$ cat config.mk
export PLATFORM = sky130hd
export DESIGN_NAME = ptg_timer
export DESIGN_NICKNAME = d
export VERILOG_FILES = /design/src/ptg_pkg.sv /design/src/ptg_tick_if.sv /design/src/ptg_timer.sv /design/src/ptg_tick_gen.sv
export SDC_FILE = /design/constraint.sdc
export NUM_CORES = 1
export LEC_CHECK = 0
export ABC_CLOCK_PERIOD_IN_PS = 4300
export BUFFER_PORTS_ARGS = -buffer_cell sky130_fd_sc_hd__buf_2
export CORE_MARGIN = 3
export CORE_UTILIZATION = 55
export CTS_CLUSTER_DIAMETER = 100
export DETAILED_ROUTE_END_ITERATION = 16
export HOLD_SLACK_MARGIN = 0.15
export PLACE_DENSITY = 0.77
export SKIP_CTS_REPAIR_TIMING = 1
export SYNTH_ARGS = -nofsm -noshare
export SYNTH_HDL_FRONTEND = slang
export SYNTH_HIERARCHICAL = 1
export SYNTH_SLANG_ARGS = --single-unit
$ cat constraint.sdc
create_clock -name pclk -period 4.3 [get_ports pclk]
set_clock_uncertainty 0.15 [all_clocks]
set_input_delay 0.215 -clock pclk [delete_from_list [all_inputs] [get_ports pclk]]
set_output_delay 0.215 -clock pclk [all_outputs]
set_load 0.005 [all_outputs]
$ cat src/ptg_pkg.sv
package ptg_pkg;

  localparam int unsigned PTG_ADDR_W = 8;
  localparam int unsigned PTG_DATA_W = 32;

  // Register byte offsets
  localparam logic [7:0] PTG_OFF_CTRL = 8'h00;
  localparam logic [7:0] PTG_OFF_PERIOD = 8'h04;
  localparam logic [7:0] PTG_OFF_COUNT = 8'h08;
  localparam logic [7:0] PTG_OFF_DUTY = 8'h0c;
  localparam logic [7:0] PTG_OFF_STATUS = 8'h10;
  localparam logic [7:0] PTG_OFF_IRQ_EN = 8'h14;
  localparam logic [7:0] PTG_OFF_IRQ_CLR = 8'h18;

  // Control register field positions
  localparam int unsigned PTG_CTRL_RUN = 0;
  localparam int unsigned PTG_CTRL_PRE_LSB = 1;
  localparam int unsigned PTG_CTRL_POST_LSB = 4;
  localparam int unsigned PTG_CTRL_MODE_LSB = 8;
  localparam int unsigned PTG_CTRL_EXTCLK = 16;

  // Status / enable / clear bit positions
  localparam int unsigned PTG_ST_POST = 0;
  localparam int unsigned PTG_ST_MATCH = 1;
  localparam int unsigned PTG_ST_W = 2;

  // Reset values
  localparam logic [31:0] PTG_CTRL_RST = 32'h0000_0000;
  localparam logic [7:0] PTG_PERIOD_RST = 8'hff;
  localparam logic [7:0] PTG_DUTY_RST = 8'h00;

  // Gate modes
  localparam logic [4:0] PTG_MODE_SW_GATE = 5'h00;
  localparam logic [4:0] PTG_MODE_HW_GATE_A = 5'h01;
  localparam logic [4:0] PTG_MODE_HW_GATE_B = 5'h02;

  // Instruction clock: one enable pulse per four pclk cycles
  localparam int unsigned PTG_INSTR_DIV = 4;
  localparam logic [1:0] PTG_INSTR_LAST = 2'(PTG_INSTR_DIV - 1);

endpackage : ptg_pkg

$ cat src/ptg_tick_if.sv
`timescale 1ns/1ns
interface ptg_tick_if;
  logic use_ext;
  logic [2:0] prescale_select;
  logic run_req;
  logic run_eff;
  logic gate_eff;
  logic cnt_tick;

  modport core (
    output use_ext,
    output prescale_select,
    output run_req,
    input run_eff,
    input gate_eff,
    input cnt_tick
  );

  modport gen (
    input use_ext,
    input prescale_select,
    input run_req,
    output run_eff,
    output gate_eff,
    output cnt_tick
  );
endinterface : ptg_tick_if

$ cat src/ptg_timer.sv
`timescale 1ns/1ns
module ptg_timer
  import ptg_pkg::*;
(
  input wire logic pclk,
  input wire logic presetn,
  input wire logic psel,
  input wire logic penable,
  input wire logic pwrite,
  input wire logic [ptg_pkg::PTG_ADDR_W-1:0] paddr,
  input wire logic [ptg_pkg::PTG_DATA_W-1:0] pwdata,
  output logic [ptg_pkg::PTG_DATA_W-1:0] prdata,
  output logic pready,
  output logic pslverr,
  input wire logic timer_input_clock,
  input wire logic ext_gate_reset_in,
  output logic postscaled_pulse,
  output logic pwm_out,
  output logic irq
);

  ptg_tick_if tk();

  ptg_tick_gen u_tick (
    .pclk(pclk),
    .presetn(presetn),
    .timer_input_clock(timer_input_clock),
    .ext_gate_reset_in(ext_gate_reset_in),
    .tk(tk.gen)
  );

  function automatic logic addr_known(input logic [7:0] a);
    addr_known = (a == PTG_OFF_CTRL) || (a == PTG_OFF_PERIOD) || (a == PTG_OFF_COUNT)
      || (a == PTG_OFF_DUTY) || (a == PTG_OFF_STATUS) || (a == PTG_OFF_IRQ_EN)
      || (a == PTG_OFF_IRQ_CLR);
  endfunction : addr_known

  ////////////////////////////////////////////////////////////////////////////
  // APB slave: one wait state, so pready and prdata both come from flops

  logic [31:0] ctrl_q, ctrl_d;
  logic [7:0] period_q, period_d;
  logic [7:0] duty_q, duty_d;
  logic [PTG_ST_W-1:0] irq_en_q, irq_en_d;
  logic [31:0] prdata_q, prdata_d;
  logic pready_q, pready_d;
  logic pslverr_q, pslverr_d;
  logic wr_en;
  logic [PTG_ST_W-1:0] clr_bits;
  logic [PTG_ST_W-1:0] status_q, status_d;
  logic [7:0] count_q, count_d;

  always_comb begin
    pready_d = psel & penable & ~pready_q;
    pslverr_d = psel & penable & ~pready_q & ~addr_known(paddr);
    wr_en = psel & penable & pready_q & pwrite & addr_known(paddr);
    ctrl_d = ctrl_q;
    period_d = period_q;
    duty_d = duty_q;
    irq_en_d = irq_en_q;
    clr_bits = '0;
    prdata_d = prdata_q;
    if (wr_en) begin
      case (paddr)
        PTG_OFF_CTRL: ctrl_d = pwdata;
        PTG_OFF_PERIOD: period_d = pwdata[7:0];
        PTG_OFF_DUTY: duty_d = pwdata[7:0];
        PTG_OFF_IRQ_EN: irq_en_d = pwdata[PTG_ST_W-1:0];
        PTG_OFF_IRQ_CLR: clr_bits = pwdata[PTG_ST_W-1:0];
        default: ;
      endcase
    end
    if (psel & penable & ~pready_q) begin
      case (paddr)
        PTG_OFF_CTRL: prdata_d = ctrl_q;
        PTG_OFF_PERIOD: prdata_d = {24'h00_0000, period_q};
        PTG_OFF_COUNT: prdata_d = {24'h00_0000, count_q};
        PTG_OFF_DUTY: prdata_d = {24'h00_0000, duty_q};
        PTG_OFF_STATUS: prdata_d = {30'h0000_0000, status_q};
        PTG_OFF_IRQ_EN: prdata_d = {30'h0000_0000, irq_en_q};
        default: prdata_d = 32'h0000_0000;
      endcase
    end
  end

  always_ff @(posedge pclk or negedge presetn) begin
    if (!presetn) begin
      ctrl_q <= PTG_CTRL_RST;
      period_q <= PTG_PERIOD_RST;
      duty_q <= PTG_DUTY_RST;
      irq_en_q <= '0;
      prdata_q <= 32'h0000_0000;
      pready_q <= 1'b0;
      pslverr_q <= 1'b0;
    end else begin
      ctrl_q <= ctrl_d;
      period_q <= period_d;
      duty_q <= duty_d;
      irq_en_q <= irq_en_d;
      prdata_q <= prdata_d;
      pready_q <= pready_d;
      pslverr_q <= pslverr_d;
    end
  end

  assign prdata = prdata_q;
  assign pready = pready_q;
  assign pslverr = pslverr_q;

  ////////////////////////////////////////////////////////////////////////////
  // Timer core

  logic [4:0] mode;
  logic [3:0] post_sel;
  logic gate_ok, counting, match, post_hit;
  logic [3:0] post_q, post_d;
  logic postscaled_q, postscaled_d;
  logic pwm_q, pwm_d;

  assign mode = ctrl_q[PTG_CTRL_MODE_LSB +: 5];
  assign post_sel = ctrl_q[PTG_CTRL_POST_LSB +: 4];
  assign tk.use_ext = ctrl_q[PTG_CTRL_EXTCLK];
  assign tk.prescale_select = ctrl_q[PTG_CTRL_PRE_LSB +: 3];
  assign tk.run_req = ctrl_q[PTG_CTRL_RUN];

  always_comb begin
    case (mode)
      PTG_MODE_SW_GATE: gate_ok = 1'b1;
      PTG_MODE_HW_GATE_A: gate_ok = tk.gate_eff;
      PTG_MODE_HW_GATE_B: gate_ok = tk.gate_eff;
      default: gate_ok = 1'b0;
    endcase
    counting = tk.cnt_tick & tk.run_eff & gate_ok;
    match = counting & (count_q == period_q);
    post_hit = match & (post_q >= post_sel);
    count_d = count_q;
    post_d = post_q;
    if (match) begin
      count_d = 8'h00;
      post_d = post_hit ? 4'h0 : post_q + 4'h1;
    end else if (counting) begin
      count_d = count_q + 8'h01;
    end
    postscaled_d = post_hit;
    // Held count holds the output, stretching period and whichever phase the hold lands in
    pwm_d = (count_q < duty_q);
  end

  always_ff @(posedge pclk or negedge presetn) begin
    if (!presetn) begin
      count_q <= 8'h00;
      post_q <= 4'h0;
      postscaled_q <= 1'b0;
      pwm_q <= 1'b0;
    end else begin
      count_q <= count_d;
      post_q <= post_d;
      postscaled_q <= postscaled_d;
      pwm_q <= pwm_d;
    end
  end

  assign postscaled_pulse = postscaled_q;
  assign pwm_out = pwm_q;

  ////////////////////////////////////////////////////////////////////////////
  // Interrupts: hardware set wins over a same-cycle clear

  logic match_q;
  logic irq_q, irq_d;

  always_comb begin
    status_d = status_q & ~clr_bits;
    status_d[PTG_ST_POST] = status_d[PTG_ST_POST] | postscaled_q;
    status_d[PTG_ST_MATCH] = status_d[PTG_ST_MATCH] | match_q;
    irq_d = |(status_q & irq_en_q);
  end

  always_ff @(posedge pclk or negedge presetn) begin
    if (!presetn) begin
      status_q <= '0;
      match_q <= 1'b0;
      irq_q <= 1'b0;
    end else begin
      status_q <= status_d;
      match_q <= match;
      irq_q <= irq_d;
    end
  end

  assign irq = irq_q;
endmodule : ptg_timer

$ cat src/ptg_tick_gen.sv
`timescale 1ns/1ns
module ptg_tick_gen
  import ptg_pkg::*;
(
  input wire logic pclk,
  input wire logic presetn,
  input wire logic timer_input_clock,
  input wire logic ext_gate_reset_in,
  ptg_tick_if.gen tk
);

  function automatic logic [6:0] pre_limit(input logic [2:0] sel);
    pre_limit = 7'((8'h01 << sel) - 8'h01);
  endfunction : pre_limit

  logic [1:0] div_q, div_d;
  logic tin_s1_q, tin_s2_q, tin_s3_q;
  logic run_p1_q, run_p1_d, run_p2_q, run_p2_d;
  logic gate_p1_q, gate_p1_d, gate_p2_q, gate_p2_d;
  logic [6:0] pre_q, pre_d;
  logic tick_q, tick_d;
  logic instr_tick, src_tick;

  ////////////////////////////////////////////////////////////////////////////
  always_comb begin
    instr_tick = (div_q == PTG_INSTR_LAST);
    div_d = div_q + 2'h1;
    // First sync stage feeds only the second
    src_tick = tk.use_ext ? (tin_s2_q & ~tin_s3_q) : instr_tick;
    run_p1_d = run_p1_q;
    run_p2_d = run_p2_q;
    gate_p1_d = gate_p1_q;
    gate_p2_d = gate_p2_q;
    pre_d = pre_q;
    tick_d = 1'b0;
    if (src_tick) begin
      run_p1_d = tk.run_req;
      run_p2_d = run_p1_q;
      gate_p1_d = ext_gate_reset_in;
      gate_p2_d = gate_p1_q;
      if (pre_q >= pre_limit(tk.prescale_select)) begin
        pre_d = 7'h00;
        tick_d = 1'b1;
      end else begin
        pre_d = pre_q + 7'h01;
      end
    end
  end

  always_ff @(posedge pclk or negedge presetn) begin
    if (!presetn) begin
      div_q <= 2'h0;
      tin_s1_q <= 1'b0;
      tin_s2_q <= 1'b0;
      tin_s3_q <= 1'b0;
      run_p1_q <= 1'b0;
      run_p2_q <= 1'b0;
      gate_p1_q <= 1'b0;
      gate_p2_q <= 1'b0;
      pre_q <= 7'h00;
      tick_q <= 1'b0;
    end else begin
      div_q <= div_d;
      tin_s1_q <= timer_input_clock;
      tin_s2_q <= tin_s1_q;
      tin_s3_q <= tin_s2_q;
      run_p1_q <= run_p1_d;
      run_p2_q <= run_p2_d;
      gate_p1_q <= gate_p1_d;
      gate_p2_q <= gate_p2_d;
      pre_q <= pre_d;
      tick_q <= tick_d;
    end
  end

  // Instruction clock gets one stage, the external source two stages, each advanced on a source edge
  assign tk.run_eff = tk.use_ext ? run_p2_q : run_p1_q;
  assign tk.gate_eff = tk.use_ext ? gate_p2_q : gate_p1_q;
  assign tk.cnt_tick = tick_q;
endmodule : ptg_tick_gen

==> impl_summary.log <==
INFO  metric wirelength = 13710 um
INFO  metric timing_hold_violations_final = 0
INFO  metric synth.net_count = 519
INFO  metric number_of_cts_inserted_buffers = 17
INFO  metric number_of_antenna_violations_at_the_first_check_in_global_routing = 0
INFO  metric grt_max_degree = 60
INFO  metric setup_violations = 0
INFO  metric critical_path.startpoint_type = flip-flop
INFO  metric cts_tree = done
INFO  metric dieArea = 11440 um^2
INFO  metric edff_count_synth = 0
INFO  metric max-clock-path-buffers = 2
INFO  metric layout.nets = 656
INFO  metric cts_sink_cnt = 119
INFO  metric num_vias = 4256
INFO  metric power.leakage = 3.544 nW
INFO  metric antennaDiodeCount = 0
INFO  metric netlist.area_leader.share = 0.4956
INFO  metric worst-endpoint-required = 4540 ps
INFO  metric maxSlewHeadroom = 0.2384
INFO  metric synth.ff_latch_count = 119
INFO  metric clock_root_buffer = clkbuf_8
INFO  metric critical_path_peak_fanout = 12
INFO  metric synthMuxAreaShare = 0.1476
INFO  metric holdWs = 170.0 ps
INFO  metric synth_top_cell_by_area = dfrtp_1
INFO  metric pd_cells = 356.1 nW/um^2
INFO  metric synth_compound_gate_area_share = 0.1264
INFO  metric gp_congestion = 0.8247
INFO  metric grt_pass1_wl = 21370 um
INFO  metric vias_per_cell = 5.806
INFO  metric clk_latency_worst_skew_pair = 510 ps
INFO  metric post_synth_and_or_nand_nor_area_fraction = 0.09377
INFO  metric peakVddDrop = 0.2925 mV
INFO  metric synth_ff_type = dfrtp_1
INFO  metric layout.filler_cells = 675
INFO  metric hpwlAfterDp = 9041 um
INFO  metric worst_setup_path_end_kind = flip-flop
INFO  metric cts-htree-levels = 4
INFO  metric synthArstFlopShare = 1.000
INFO  metric reg2reg_setup_slack = 1460 ps
INFO  metric timing.final.crit_period = 2843 ps
INFO  metric reg2regPathDepth = 6
INFO  metric synthesis.instances = 450
INFO  metric worstPathArrival = 3080 ps
INFO  metric drt_drc_violations_left = 0
INFO  metric synthAdderAreaFrac = 0.05090
INFO  metric routedWlPerCell = 18.70 um
INFO  metric run_status = finished clean
INFO  metric clkTransAtPathRegs = 60 ps
INFO  metric type_of_the_setup_path_with_the_least_slack = reg -> reg
INFO  metric holdCritPathClass = in -> async
INFO  metric floorplan.rows = 36
INFO  metric reg2reg_to = count_q[3]$_DFFE_PN0P_
INFO  metric syn_area = 5604 um^2
INFO  metric timing.setup.tns = 0 ps
INFO  metric netlist_top_cells_area = dfrtp_1 (50%), mux2_2 (8.8%), a22o_1 (5.8%), ha_1 (4.9%), dfstp_2 (3.8%)
INFO  metric synth_top_family_by_area = multiplexers
INFO  metric initialDrtViolationCount = 287
INFO  metric initial_utilization = 0.5707
INFO  metric num_io_pins = 84
INFO  metric critical_path.reg2reg.startpoint = ctrl_q[16]$_DFFE_PN0P_
INFO  metric antenna_violating_nets_post_route = 0
INFO  metric portBuffers = 83
INFO  metric residual_overflow_from_global_routing = 0
INFO  metric floorplan.die.height = 106.9 um
INFO  metric number_of_pins_with_negative_max_slew_slack_in_the_final_report = 0
INFO  metric drv_cap = 0
INFO  metric actual_slew_at_the_worst_max_slew_pin = 1134 ps
INFO  metric synthToLayoutAreaGrowth = 27.42%
INFO  metric yosysMostFrequentCell = dfrtp_1
INFO  metric ys_types = 58
INFO  metric vias_in_the_first_global_route = 4206
INFO  metric achievable-frequency = 0.3518 GHz
INFO  metric post-route-period-util = 0.6611
INFO  metric track_usage = 0.2426
INFO  metric synth_common_cells = dfrtp_1 (111), mux2_2 (44), a22o_1 (37), ha_1 (22), inv_1 (22)
INFO  metric synthesis.yosys.warnings = 6
INFO  metric detail_route.first_pass.iterations = 5
INFO  metric core_area = 9819 um^2
INFO  metric dieWidth = 106.9 um
INFO  metric final_layout_size_suffix_gt1_frac = 0.3067
INFO  metric synthXorXnorAreaFrac = 0.01563
INFO  metric grt_setup_unrepaired = no
INFO  metric synth_area_per_cell = 12.45 um^2
INFO  metric synth.yosys.seq_area_share = 0.5332
cells in the final DEF (no fill, tap or decap), types with 6 or more instances in the layout:
| master | Yosys | layout |
|---|---|---|
| nand3_1 | 11 | 11 |
| nand4_1 | 6 | 6 |
| nor2b_1 | 6 | 6 |
| clkbuf_16 | 0 | 16 |
| a21oi_1 | 7 | 7 |
| mux2i_1 | 14 | 14 |
| o21ai_0 | 8 | 8 |
| mux2_2 | 44 | 44 |
| mux2_1 | 13 | 13 |
| inv_1 | 22 | 22 |
| buf_2 | 8 | 82 |
| nor2_1 | 17 | 17 |
| dfrtp_1 | 111 | 111 |
| a22o_1 | 37 | 37 |
| dlygate4sd3_1 | 0 | 46 |
| ha_1 | 22 | 22 |
| buf_4 | 1 | 6 |
| dfstp_2 | 8 | 8 |
| xnor2_1 | 10 | 10 |
| nand2_1 | 21 | 21 |
through the flow:
step | instances | util | power, mW | cell area [um^2] | setup slack, ps
after floorplan | 450 | - | 1.179 | 5604 | 2116
after global placement | 655 | 0.6242 | 1.232 | 6130 | 1701
after detailed placement | 655 | 0.6242 | 1.235 | 6130 | 1582
after CTS | 687 | 0.6803 | 2.534 | 6680 | 1501
after global routing | 733 | 0.7272 | 2.629 | 7141 | 1327
final | 733 | 0.7272 | 2.543 | 7141 | 1457
how the worst max path moves through the flow:
stage               depth (start not counted)                   start                     endpoint  slack [ps]
detailed placement                          6  ctrl_q[16]$_DFFE_PN0P_       count_q[3]$_DFFE_PN0P_        1580
floorplan                                   6   ctrl_q[2]$_DFFE_PN0P_  u_tick/pre_q[5]$_DFFE_PN0P_        2120
finish                                      6  ctrl_q[16]$_DFFE_PN0P_       count_q[3]$_DFFE_PN0P_        1460
CTS                                         6  ctrl_q[16]$_DFFE_PN0P_       count_q[3]$_DFFE_PN0P_        1500
global route                                6  ctrl_q[16]$_DFFE_PN0P_       count_q[7]$_DFFE_PN0P_        1330
global placement                            6  ctrl_q[16]$_DFFE_PN0P_       count_q[4]$_DFFE_PN0P_        1700
critical path, cell delays in order, from the launching register on:
cell and delay (ps):
dfrtp_1 450, mux2_2 260, inv_1 50, maj3_1 380, nor3_1 880, o21ai_0 250
a22o_1 300
power by group:
part           total (mW)  switching (mW)  internal [mW]
logic               0.116          0.0616         0.0548
registers            1.13         0.00422           1.13
clock network        1.30           0.501          0.794
total                2.54           0.567           1.98
state kept, by name, indices dropped and copies added (netlist names), 2 cells and up:
signal / cells
period_q: 8
duty_q: 8
irq_en_q: 2
u_tick/div_q: 2
status_q: 2
post_q: 4
count_q: 8
u_tick/pre_q: 7
prdata: 32
ctrl_q: 32
metal layers:
| metal | GRT usage | vias to the layer above | share of wire |
|---|---|---|---|
| met3 | 0.06201 | 26 | 0.049 |
| met2 | 0.4029 | 155 | 0.51 |
| met5 | 0 | - | 0 |
| met1 | 0.3130 | 2133 | 0.42 |
| li1 | - | 1942 | - |
| met4 | 0.07854 | 0 | 0.022 |
cells by family after synthesis:
logic type,count (synthesis)
xor gates and xnor gates,10
adders and majority gates,23
AOI/OAI and AO/OA,92
DFF,119
muxes,73
buffers and inverters,39
and+or+nand+nor,94
cell type report:
class / count / area, um^2 / area share
sequential: 119 / 2988 / 0.4184
tap: 133 / 166.4 / 0.02330
inverter: 23 / 86.33 / 0.01209
multi-input combinational: 292 / 2434 / 0.3408
clock inverter: 11 / 101.3 / 0.01419
clock buffer: 21 / 449.2 / 0.06291
timing repair buffer: 134 / 915.9 / 0.1283
(Power assumes the default switching activity.)
